[src/rtl/fsk_pkg.sv]
// Shared constants for the FSK modem receive and mode-control block
package fsk_pkg;
  // Clock
  localparam int unsigned CLK_HZ        = 125_000_000;
  // Tone frequencies
  localparam int unsigned LO_SPACE_HZ   = 1070;
  localparam int unsigned LO_MARK_HZ    = 1270;
  localparam int unsigned HI_SPACE_HZ   = 2025;
  localparam int unsigned HI_MARK_HZ    = 2225;
  // Mark/space decision points, midway between the tones of a pair
  localparam int unsigned LO_SPLIT_HZ   = 1170;
  localparam int unsigned HI_SPLIT_HZ   = 2125;
  // Lowest tone still taken as carrier
  localparam int unsigned FLOOR_HZ      = 900;
  // Half periods in clock cycles (longest times, rounded down)
  localparam int unsigned LO_SPACE_HALF = CLK_HZ / (2 * LO_SPACE_HZ);
  localparam int unsigned LO_MARK_HALF  = CLK_HZ / (2 * LO_MARK_HZ);
  localparam int unsigned HI_SPACE_HALF = CLK_HZ / (2 * HI_SPACE_HZ);
  localparam int unsigned HI_MARK_HALF  = CLK_HZ / (2 * HI_MARK_HZ);
  localparam int unsigned LO_SPLIT_HALF = CLK_HZ / (2 * LO_SPLIT_HZ);
  localparam int unsigned HI_SPLIT_HALF = CLK_HZ / (2 * HI_SPLIT_HZ);
  localparam int unsigned FLOOR_HALF    = CLK_HZ / (2 * FLOOR_HZ);
  localparam int          HALF_W        = 17;
  // Good half cycles in a row before the carrier counts as present
  localparam logic [4:0]  CARRIER_HALVES = 5'h10;
  // Register map (byte addresses)
  localparam logic [3:0]  CTRL_ADDR     = 4'h0;
  localparam logic [3:0]  STATUS_ADDR   = 4'h4;
  localparam logic [2:0]  CTRL_RESET    = 3'h0;
  localparam int          CTRL_READY    = 0;
  localparam int          CTRL_TXDATA   = 1;
  localparam int          CTRL_HANGUP   = 2;
  localparam logic [1:0]  RESP_OKAY     = 2'h0;
  localparam logic [1:0]  RESP_SLVERR   = 2'h2;
  typedef enum logic [1:0] {IDLE, HANDSHAKE, ONLINE} link_state_t;
endpackage

[src/rtl/tone_if.sv]
// Carrier between controller and modulator tone synthesiser
`timescale 1ns/100ps
interface tone_if;
  logic upper;
  logic mark;
  logic tone;
  modport synth (input upper, input mark, output tone);
  modport ctrl  (output upper, output mark, input tone);
endinterface

[src/rtl/tone_synth.sv]
// Square-wave FSK tone synthesiser for the modulator
`timescale 1ns/100ps
module tone_synth import fsk_pkg::*; #(
  parameter logic [HALF_W-1:0] LO_SPACE = HALF_W'(LO_SPACE_HALF),
  parameter logic [HALF_W-1:0] LO_MARK  = HALF_W'(LO_MARK_HALF),
  parameter logic [HALF_W-1:0] HI_SPACE = HALF_W'(HI_SPACE_HALF),
  parameter logic [HALF_W-1:0] HI_MARK  = HALF_W'(HI_MARK_HALF)
) (
  // Clock and reset
  input  wire logic clock,
  input  wire logic rst_n,
  // Controller side
  tone_if.synth     tif
);
  logic [HALF_W-1:0] count;
  logic              tone;
  wire  [HALF_W-1:0] half_len;
  wire               wrap;

  // Mark is the higher tone of the selected pair
  assign half_len = tif.upper ? (tif.mark ? HI_MARK : HI_SPACE)
                              : (tif.mark ? LO_MARK : LO_SPACE);
  assign wrap     = (count >= half_len - HALF_W'(1));
  assign tif.tone = tone;

  always_ff @(posedge clock or negedge rst_n) begin
    if (!rst_n) begin
      count <= '0;
      tone  <= 1'b0;
    end else begin
      count <= wrap ? '0 : count + HALF_W'(1);
      if (wrap) begin
        tone <= ~tone;
      end
    end
  end
endmodule // tone_synth

[src/rtl/fsk_modem_ctrl.sv]
// FSK modem demodulator, mode control, supervisor and register slave
//
// Behaviour
// - Each received half cycle is judged mark or space, mark giving 1 and space 0.
// - With mode low the demodulator takes the lower pair, 1070 and 1270 Hz.
// - With mode high the demodulator takes the upper pair, 2025 and 2225 Hz.
// - A low test input retunes the demodulator to the pair the modulator sends.
// - Entering self test keeps all link state; only mode changes.
// - Mode is high for hook low and ring high, low for the reverse, inverted in test.
// - A supervisor sequences the handshake and disconnect and drives line pickup.
// - The modulator sends mark on the higher tone of its pair, space on the lower.
`timescale 1ns/100ps
module fsk_modem_ctrl import fsk_pkg::*; #(
  parameter logic [HALF_W-1:0] LO_SPLIT = HALF_W'(LO_SPLIT_HALF),
  parameter logic [HALF_W-1:0] HI_SPLIT = HALF_W'(HI_SPLIT_HALF),
  parameter logic [HALF_W-1:0] FLOOR    = HALF_W'(FLOOR_HALF),
  parameter logic [HALF_W-1:0] LO_SPACE = HALF_W'(LO_SPACE_HALF),
  parameter logic [HALF_W-1:0] LO_MARK  = HALF_W'(LO_MARK_HALF),
  parameter logic [HALF_W-1:0] HI_SPACE = HALF_W'(HI_SPACE_HALF),
  parameter logic [HALF_W-1:0] HI_MARK  = HALF_W'(HI_MARK_HALF)
) (
  // Clock and reset
  input  wire logic        clock,
  input  wire logic        rst_n,
  // Line and coupler
  input  wire logic        rx_carrier_in,
  input  wire logic        hook_switch_in,
  input  wire logic        ringing_detect_in,
  input  wire logic        loopback_test_in,
  output logic             pickup_line_out,
  output logic             tx_carrier_out,
  // Terminal and filters
  output logic             rx_data_out,
  output logic             mode_out,
  // AXI4-Lite slave
  input  wire logic [3:0]  s_axi_awaddr,
  input  wire logic        s_axi_awvalid,
  output logic             s_axi_awready,
  input  wire logic [31:0] s_axi_wdata,
  input  wire logic [3:0]  s_axi_wstrb,
  input  wire logic        s_axi_wvalid,
  output logic             s_axi_wready,
  output logic [1:0]       s_axi_bresp,
  output logic             s_axi_bvalid,
  input  wire logic        s_axi_bready,
  input  wire logic [3:0]  s_axi_araddr,
  input  wire logic        s_axi_arvalid,
  output logic             s_axi_arready,
  output logic [31:0]      s_axi_rdata,
  output logic [1:0]       s_axi_rresp,
  output logic             s_axi_rvalid,
  input  wire logic        s_axi_rready
);
  ////////////////////////////////////////////////////////////////////////////
  // Mode control
  logic        base_mode;
  wire         next_mode;
  // Other hook/ring combinations keep the last decoded mode
  wire         set_hi = !hook_switch_in && ringing_detect_in;
  wire         set_lo = hook_switch_in && !ringing_detect_in;
  wire         next_base = set_hi ? 1'b1 : (set_lo ? 1'b0 : base_mode);
  assign next_mode = next_base ^ !loopback_test_in;

  always_ff @(posedge clock or negedge rst_n) begin
    if (!rst_n) begin
      base_mode <= 1'b0;
      mode_out  <= 1'b0;
    end else begin
      base_mode <= next_base;
      mode_out  <= next_mode;
    end
  end

  ////////////////////////////////////////////////////////////////////////////
  // Half-cycle demodulator
  logic              rx_prev;
  logic [HALF_W-1:0] half_cnt;
  logic [4:0]        good_run;
  logic              carrier_ok;
  logic              rx_bit;
  wire               edge_seen = rx_carrier_in ^ rx_prev;
  // Pair follows mode, so self test lands on the sent pair
  wire [HALF_W-1:0]  split = mode_out ? HI_SPLIT : LO_SPLIT;
  wire               too_long = (half_cnt >= FLOOR);
  wire               half_mark = (half_cnt < split);
  wire               run_full = (good_run == CARRIER_HALVES);

  always_ff @(posedge clock or negedge rst_n) begin
    if (!rst_n) begin
      rx_prev  <= 1'b0;
      half_cnt <= '0;
      good_run <= '0;
      rx_bit   <= 1'b1;
    end else begin
      rx_prev <= rx_carrier_in;
      if (edge_seen) begin
        half_cnt <= '0;
        rx_bit   <= half_mark;
        // An edge that ends an over-long half does not count as good
        if (too_long) begin
          good_run <= '0;
        end else if (!run_full) begin
          good_run <= good_run + 5'h1;
        end
      end else if (too_long) begin
        good_run <= '0;
      end else begin
        half_cnt <= half_cnt + HALF_W'(1);
      end
    end
  end
  assign carrier_ok = run_full;

  ////////////////////////////////////////////////////////////////////////////
  // Supervisor
  link_state_t state;
  link_state_t next_state;
  logic [2:0]  ctrl;
  wire         term_ready = ctrl[CTRL_READY];
  wire         hang_up = ctrl[CTRL_HANGUP] || !term_ready;

  // Self test touches neither state nor carrier history
  always_comb begin
    next_state = state;
    unique case (state)
      IDLE: begin
        if (term_ready && (ringing_detect_in || !hook_switch_in)) begin
          next_state = HANDSHAKE;
        end
      end
      HANDSHAKE: begin
        if (hang_up) begin
          next_state = IDLE;
        end else if (carrier_ok) begin
          next_state = ONLINE;
        end
      end
      ONLINE: begin
        if (hang_up || !carrier_ok) begin
          next_state = IDLE;
        end
      end
    endcase
  end

  wire link_up = (state == ONLINE);

  always_ff @(posedge clock or negedge rst_n) begin
    if (!rst_n) begin
      state           <= IDLE;
      pickup_line_out <= 1'b0;
      rx_data_out     <= 1'b1;
    end else begin
      state           <= next_state;
      pickup_line_out <= (next_state != IDLE);
      rx_data_out     <= (link_up && carrier_ok) ? rx_bit : 1'b1;
    end
  end

  ////////////////////////////////////////////////////////////////////////////
  // Modulator: sends the pair opposite the one normally received
  tone_if tif ();
  assign tif.upper = !base_mode;
  assign tif.mark  = ctrl[CTRL_TXDATA] || !link_up;

  tone_synth #(
    .LO_SPACE (LO_SPACE),
    .LO_MARK  (LO_MARK),
    .HI_SPACE (HI_SPACE),
    .HI_MARK  (HI_MARK)
  ) u_tone (
    .clock (clock),
    .rst_n (rst_n),
    .tif   (tif)
  );

  always_ff @(posedge clock or negedge rst_n) begin
    if (!rst_n) begin
      tx_carrier_out <= 1'b0;
    end else begin
      tx_carrier_out <= tif.tone && (state != IDLE);
    end
  end

  ////////////////////////////////////////////////////////////////////////////
  // AXI4-Lite slave
  logic       aw_held;
  logic       w_held;
  logic [3:0] aw_addr;
  logic [31:0] w_data;
  logic       w_lane0;
  wire        aw_take = s_axi_awvalid && s_axi_awready;
  wire        w_take = s_axi_wvalid && s_axi_wready;
  wire        do_write = aw_held && w_held && !s_axi_bvalid;
  wire        wr_ctrl = (aw_addr == CTRL_ADDR);
  wire        wr_hit = wr_ctrl || (aw_addr == STATUS_ADDR);
  wire        ar_take = s_axi_arvalid && s_axi_arready;
  wire        rd_ctrl = (s_axi_araddr == CTRL_ADDR);
  wire        rd_stat = (s_axi_araddr == STATUS_ADDR);
  wire [31:0] stat_word = {26'h0, rx_bit, state, link_up, carrier_ok,
                           mode_out};
  wire [31:0] rd_word = rd_ctrl ? {29'h0, ctrl} :
                        (rd_stat ? stat_word : 32'h0);

  always_ff @(posedge clock or negedge rst_n) begin
    if (!rst_n) begin
      aw_held       <= 1'b0;
      w_held        <= 1'b0;
      aw_addr       <= '0;
      w_data        <= '0;
      w_lane0       <= 1'b0;
      s_axi_awready <= 1'b1;
      s_axi_wready  <= 1'b1;
      s_axi_bvalid  <= 1'b0;
      s_axi_bresp   <= RESP_OKAY;
      ctrl          <= CTRL_RESET;
    end else begin
      if (aw_take) begin
        aw_held       <= 1'b1;
        aw_addr       <= s_axi_awaddr;
        s_axi_awready <= 1'b0;
      end
      if (w_take) begin
        w_held       <= 1'b1;
        w_data       <= s_axi_wdata;
        w_lane0      <= s_axi_wstrb[0];
        s_axi_wready <= 1'b0;
      end
      if (do_write) begin
        aw_held      <= 1'b0;
        w_held       <= 1'b0;
        s_axi_bvalid <= 1'b1;
        s_axi_bresp  <= wr_hit ? RESP_OKAY : RESP_SLVERR;
        if (wr_ctrl && w_lane0) begin
          ctrl <= w_data[2:0];
        end
      end
      if (s_axi_bvalid && s_axi_bready) begin
        s_axi_bvalid  <= 1'b0;
        s_axi_awready <= 1'b1;
        s_axi_wready  <= 1'b1;
      end
    end
  end

  always_ff @(posedge clock or negedge rst_n) begin
    if (!rst_n) begin
      s_axi_arready <= 1'b1;
      s_axi_rvalid  <= 1'b0;
      s_axi_rdata   <= '0;
      s_axi_rresp   <= RESP_OKAY;
    end else begin
      if (ar_take) begin
        s_axi_arready <= 1'b0;
        s_axi_rvalid  <= 1'b1;
        s_axi_rdata   <= rd_word;
        s_axi_rresp   <= (rd_ctrl || rd_stat) ? RESP_OKAY : RESP_SLVERR;
      end else if (s_axi_rvalid && s_axi_rready) begin
        s_axi_rvalid  <= 1'b0;
        s_axi_arready <= 1'b1;
      end
    end
  end
endmodule // fsk_modem_ctrl

[config.mk]
export PLATFORM = sky130hd
export DESIGN_NAME = fsk_modem_ctrl
export DESIGN_NICKNAME = d
export VERILOG_FILES = /design/src/rtl/fsk_pkg.sv /design/src/rtl/tone_if.sv /design/src/rtl/tone_synth.sv /design/src/rtl/fsk_modem_ctrl.sv
export SDC_FILE = /design/constraint.sdc
export NUM_CORES = 1
export LEC_CHECK = 0
export BUFFER_PORTS_ARGS = -buffer_cell sky130_fd_sc_hd__buf_4
export CORE_ASPECT_RATIO = 2
export CORE_UTILIZATION = 35
export CTS_BUF_LIST = sky130_fd_sc_hd__clkbuf_8 sky130_fd_sc_hd__clkbuf_16
export DETAILED_ROUTE_END_ITERATION = 12
export GPL_ROUTABILITY_DRIVEN = 0
export SYNTH_ARGS = -nofsm -noshare
export SYNTH_HDL_FRONTEND = slang
export SYNTH_SLANG_ARGS = --single-unit
export TNS_END_PERCENT = 10
[constraint.sdc]
create_clock -name clock -period 3.2 [get_ports clock]
set_input_delay 0.48 -clock clock [delete_from_list [all_inputs] [get_ports clock]]
set_output_delay 0.48 -clock clock [all_outputs]
set_load 0.01 [all_outputs]
## Word-level counts from Yosys, hierarchy flattened

Cells that the tools add are included.

- Bits in registers: 103
- Input port bits: 55
- Output and inout bits: 45
- Logic and storage cells: 120

- $add $sub $neg: 4
- Order comparisons: 3
- Equality and inequality tests: 7
- Multiplexer cells: 37
- Bitwise logic cells: 3
- Reductions and logical operators: 40

Operator list:

| kind | number |
|---|---|
| 2-to-1 mux 17 bit | 4 |
| adder 17 x 1 -> 17 bit, second input constant | 2 |
| 2-to-1 mux 5 bit | 4 |
| nonzero test 2 bit | 9 |
| >= comparator 17 bit | 1 |
| >= comparator 17 bit, second input constant | 1 |
| < comparator 17 x 16 -> 1 bit | 1 |
| 2-to-1 mux 1 bit | 17 |
| subtractor 17 x 1 -> 17 bit, second input constant | 1 |
| 2-to-1 mux 16 bit | 1 |
| 2-to-1 mux 14 bit | 1 |
| logical AND 1 bit | 13 |
| 2-to-1 mux 13 bit | 1 |
| 2-to-1 mux 2 bit | 6 |
| 2-to-1 mux 6 bit | 2 |
| == test 4 x 3 -> 1 bit, second input constant | 2 |
| zero test 4 bit | 2 |
| zero test 1 bit | 7 |
| logical OR 1 bit | 6 |
| case mux 2 bit (3 select lines) | 1 |
| adder 5 x 1 -> 5 bit, second input constant | 1 |
| == test 5 bit, second input constant | 1 |
| AND reduction 2 bit | 2 |
| == test 2 x 1 -> 1 bit, second input constant | 1 |
| other kinds (6) | 7 |

## Depth between registers and ports, before layout

- Depth after elaboration: 8
- Mapped depth: 14
- Mapped depth without buffers: 12

## Hierarchy

From an unflattened synthesis, not the netlist that was laid out.

- Cells, all modules: 420
- Area, all modules: 4,246.6 um2

Modules (own cells, without submodules):

| module | times used | cells each | area each (um2) | sequential area each (um2) |
|---|---|---|---|---|
| fsk_modem_ctrl | 1 | 292 | 2,974.1 | 1,432.6 |
| tone_synth | 1 | 128 | 1,272.5 | 450.4 |

## Least setup slack after synthesis

No wires, ideal clock.

- Kind: flip-flop to flip-flop
- Start point: register state[0]
- End point: register u_tone.count[10]
- Setup time: 136 ps
- Data arrival time: 2,864 ps
- Data required time: 3,064 ps
- Slack: 200 ps
- Cell stages (with the launch flop): 15
- Buffers on the path: 2
- Period minus slack after synthesis: 3,000 ps
- Cells stage by stage: dfrtp_1 inv_1 ha_1 nand2b_1 inv_1 ha_1 inv_1 ha_1 nand2_1 or3_1 o31ai_1 or2_2 clkbuf_1 clkbuf_1 nor3_1

- Longest elaborated chain between the ends: 8

Ends and longest elaborated chain:

| what | RTL line | source |
|---|---|---|
| from (decl) | fsk_modem_ctrl.sv:116 | `link_state_t state;` |
| from (signal assigned) | fsk_modem_ctrl.sv:154 | `state <= next_state;` |
| == test 2 bit (*) | fsk_modem_ctrl.sv:146 | `wire link_up = (state == ONLINE);` |
| zero test 1 bit (*) | fsk_modem_ctrl.sv:164 | `assign tif.mark = ctrl[CTRL_TXDATA] \|\| !link_up;` |
| logical OR 1 bit (*) | fsk_modem_ctrl.sv:164 |  |
| 2-to-1 mux 13 bit / 2-to-1 mux 14 bit (equally long branches) | tone_synth.sv:21, tone_synth.sv:22 |  |
| 2-to-1 mux 17 bit (*) | tone_synth.sv:21 | `assign half_len = tif.upper ? (tif.mark ? HI_MARK : HI_SPACE)` |
| subtractor 17 x 1 -> 17 bit (*) | tone_synth.sv:23 | `assign wrap = (count >= half_len - HALF_W'(1));` |
| >= comparator 17 bit (*) | tone_synth.sv:23 |  |
| 2-to-1 mux 17 bit (*) | tone_synth.sv:31 | `count <= wrap ? '0 : count + HALF_W'(1);` |
| to (signal assigned) | tone_synth.sv:31 |  |
| to (decl) | tone_synth.sv:15 | `logic [HALF_W-1:0] count;` |

Mark *: on every way between the ends. The rest lies on a longest branch, timed or not.
A chain may end at the register's enable or synchronous reset.

## Worst setup path after layout

- Start point: register state[0]
- End point: register u_tone.count[2]

The elaborated chain is that of the path after synthesis.

==> impl_metrics.csv <==
group,metric,value,unit
status,outcome,"finished, final reports clean",
placed_design,io_buffers,39,
floorplanning,pin_count,100,
pwr,vdd_drop_max,0.296,mV
synthesis,synth_cells,427,
route,routedWlPerCell,14.8,µm
timing,max_slew_margin,0.359,
finish,layout_commonest_cell,"dfrtp_1",
pwr,total_power,3.00,mW
finish,fillers,1170,
global_route,grt_pass1_vias,3170,
finish,postLayoutCoreUtil,0.424,
job,drv_cap,0,
route,dr.first_iter.drc_count,128,
timing,fin_setup_tns,0,ns
synthesis,synthXorXnorAreaFrac,0.0591,
timing,finalCriticalPeriod,2.90,ns
route,vias_per_cell,5.11,
finish,area_growth,17.0,%
worst_setup_path,crit_slowest_cell,"dfrtp_1",
route,first_pass_iters,4,
worst_hold_path,hold_class,"primary input to flop",
finish,final_cell_mix,"70 x dfrtp_1, 42 x buf_4, 35 x ha_1",
pwr,combPwrFrac,0.183,
global_route,grt_antenna_before_repair,0,
worst_setup_path,path_buf_inv,3,
placed_design,dpl.hpwl,6890,µm
synthesis,synth_top_family_by_area,"simple AND/OR/NAND/NOR gates",
route,drc_errors,0,
worst_setup_path,critPathKind,"flop to flop",
synthesis,yosys.area_share.adder,0.105,
clocking,numCtsBuffers,9,
synthesis,yosysSeqAreaShare,0.439,
clocking,htreeDepth,3,
synthesis,synth_ff_type,"dfrtp_1",
placed_design,dp_cells,605,
global_route,grt_start_max_net_pins,76,
finish,fin_nets,563,
pwr,p_seq_frac,0.421,
synthesis,synth.area.top_cells,"dfrtp_1 41%, ha_1 10%, buf_4 4.9%, xor2_1 3.3%, dfstp_2 3.1%",
synthesis,synth_seq_cells,75,
floorplanning,die_y,159,µm
synthesis,synth-edff-count,0,
worst_setup_path,endpoint_kind,"flop",
floorplanning,die_area,12700,µm²
timing,whs,0.273,ns
synthesis,netlist_area,4290,µm²
synthesis,syn_area_per_cell,10.1,µm²
route,vias,3174,
synthesis,synth_compound_area_frac,0.104,
pwr,switchingPower,799,µW
timing,drv_slew,0,
pwr,p_per_area,596,nW/µm²
timing,finClkSkew,0.00672,ns
global_route,overflow,0,
worst_setup_path,start_kind,"flop",
timing,rsz0062_at_grt,"no",
clocking,clk_pin_slew,0.06,ns
floorplanning,rows,56,
synthesis,synthMuxAreaShare,0.0475,
finish,drive_above_1_share,0.176,
timing,tightest_slew,0.962,ns
synthesis,synth.top_cell.area_share,0.408,
worst_setup_path,critPathMaxFanout,8,
synthesis,synth_top_area_cell,"dfrtp_1",
pwr,power_switching_share,0.266,
worst_setup_path,cp_top_family,"simple AND/OR/NAND/NOR gates",
route,ant_nets,0,
clocking,root_buffer,"clkbuf_16",
worst_setup_path,worstPathRequired,3.41,ns
worst_setup_path,worst_path_most_repeated_cell,"inv_1",
finish,seqCellArea,1880,µm²
finish,n_antenna_cell,0,
clocking,post_cts_buffers,0,
synthesis,synth-simple-area-share,0.170,
timing,setup_viol_count_final,0,
timing,finalCritPeriodShare,0.907,
clocking,clk_path_buf_depth,2,
pwr,clkPwrFrac,0.396,
finish,multi_input_area,2220,µm²
pwr,internal_power,2.20,mW
floorplanning,die-width,80.3,µm
clocking,numClockSinks,75,
timing,fmax,0.345,GHz
floorplanning,core-area,11800,µm²
clocking,insertion_delay,0.33,ns
pwr,p_leak,2.34,nW
synthesis,yosys_warnings,0,
synthesis,synthArstFlopShare,1.00,
route,wirelength,9200,µm
clocking,cts_tree,"done",
global_route,grt_use_total,0.155,
timing,finalHoldViolCount,0,
floorplanning,start_util,0.363,
worst_setup_path,slowest_delay,0.41,ns
global_route,grt_pass1_wl,15000,µm
worst_setup_path,crit_chain,"inv_1 > ha_2 > nand2b_4 > inv_1 > ha_1 > inv_1 > ha_1 > nand2_1 > or3_1 > o31ai_2 > or2_2 > nor3_1",
synthesis,synth_cell_types,48,
finish,fin_cells,621,
worst_setup_path,crit_arrival,3.11,ns
==> what timing repair did <==
action,4_1_cts,5_1_grt
hold buffers,0,0
resized for setup,1,3
gates cloned,0,1
setup endpoints to repair,1,17
pin swaps,0,1
==> sequential cells by signal, summed over array words and instances, names as in the netlist, 2 cells and up <==
register,flops
good_run,5
w_data,3
s_axi_rdata,6
half_cnt,17
aw_addr,4
ctrl,3
u_tone.count,17
state,2
==> area by class of cell <==
| cell class | instances | area share |
|---|---|---|
| Inverter | 20 | 0.0149 |
| Sequential cell | 75 | 0.375 |
| Clock inverter | 4 | 0.0194 |
| Clock buffer | 11 | 0.0503 |
| Timing Repair Buffer | 42 | 0.0627 |
| Multi-Input combinational cell | 324 | 0.442 |
| Tap cell | 145 | 0.0361 |
==> worst paths after layout <==
kind	start	endpoint	slack, ns	cells after the start
worst max-delay path	state[0]	u_tone.count[2]	0.30	12
worst min-delay path	rx_carrier_in	rx_prev	0.27	1
max in group asynchronous	rst_n	s_axi_bvalid	2.28	1
worst max register to register	state[0]	u_tone.count[2]	0.30	12
worst min register to register	s_axi_rdata[0]	s_axi_rdata[0]	0.48	2
min in group asynchronous	rst_n	s_axi_rvalid	0.29	1
==> power groups by stage <==
stage | registers [mW] | clock network [mW] | logic (mW)
6_report | 1.26 | 1.19 | 0.548
5_1_grt | 1.29 | 1.25 | 0.624
4_1_cts | 1.26 | 1.21 | 0.559
3_5_place_dp | 1.28 | 0 | 0.555
3_3_place_gp | 1.27 | 0 | 0.534
2_1_floorplan | 1.26 | 0 | 0.363
==> cells by family after synthesis <==
logic type | Yosys count
AOI/OAI and AO/OA | 69
xor gates and xnor gates | 29
adders and majority gates | 36
buffers and inverters | 57
DFF | 75
muxes | 19
other | 2
and+or+nand+nor | 140
==> metal layers <==
metal  wire length (µm)  track usage  vias to the layer above  part of all wire
met1               3530        0.166                     1535              0.38
met5                  0            0                        -                 0
met2               5030        0.283                       74              0.55
li1                   -            -                     1540                 -
met4                371       0.0859                        0             0.040
met3                270       0.0241                       25             0.029
==> through the flow <==
stage	instance area, µm²	worst slack (ns)
6_report	5030	0.298
3_3_place_gp	4650	0.137
4_1_cts	5000	0.0896
5_1_grt	5030	0.0850
2_1_floorplan	4400	0.200
3_5_place_dp	4650	0.00853
==> Yosys cell counts, drive strengths merged, types with 5 or more instances <==
master,n
dfrtp,70
ha,36
nor2,29
buf,28
nand2,26
o21ai,22
nor3,21
inv,20
a21oi,19
xor2,16
nand4,14
xnor2,13
mux2,11
nand3,11
or3,10
clkbuf,9
mux2i,8
o31ai,7
nor2b,6
and3,5
dfstp,5
(Power assumes the default switching activity.)
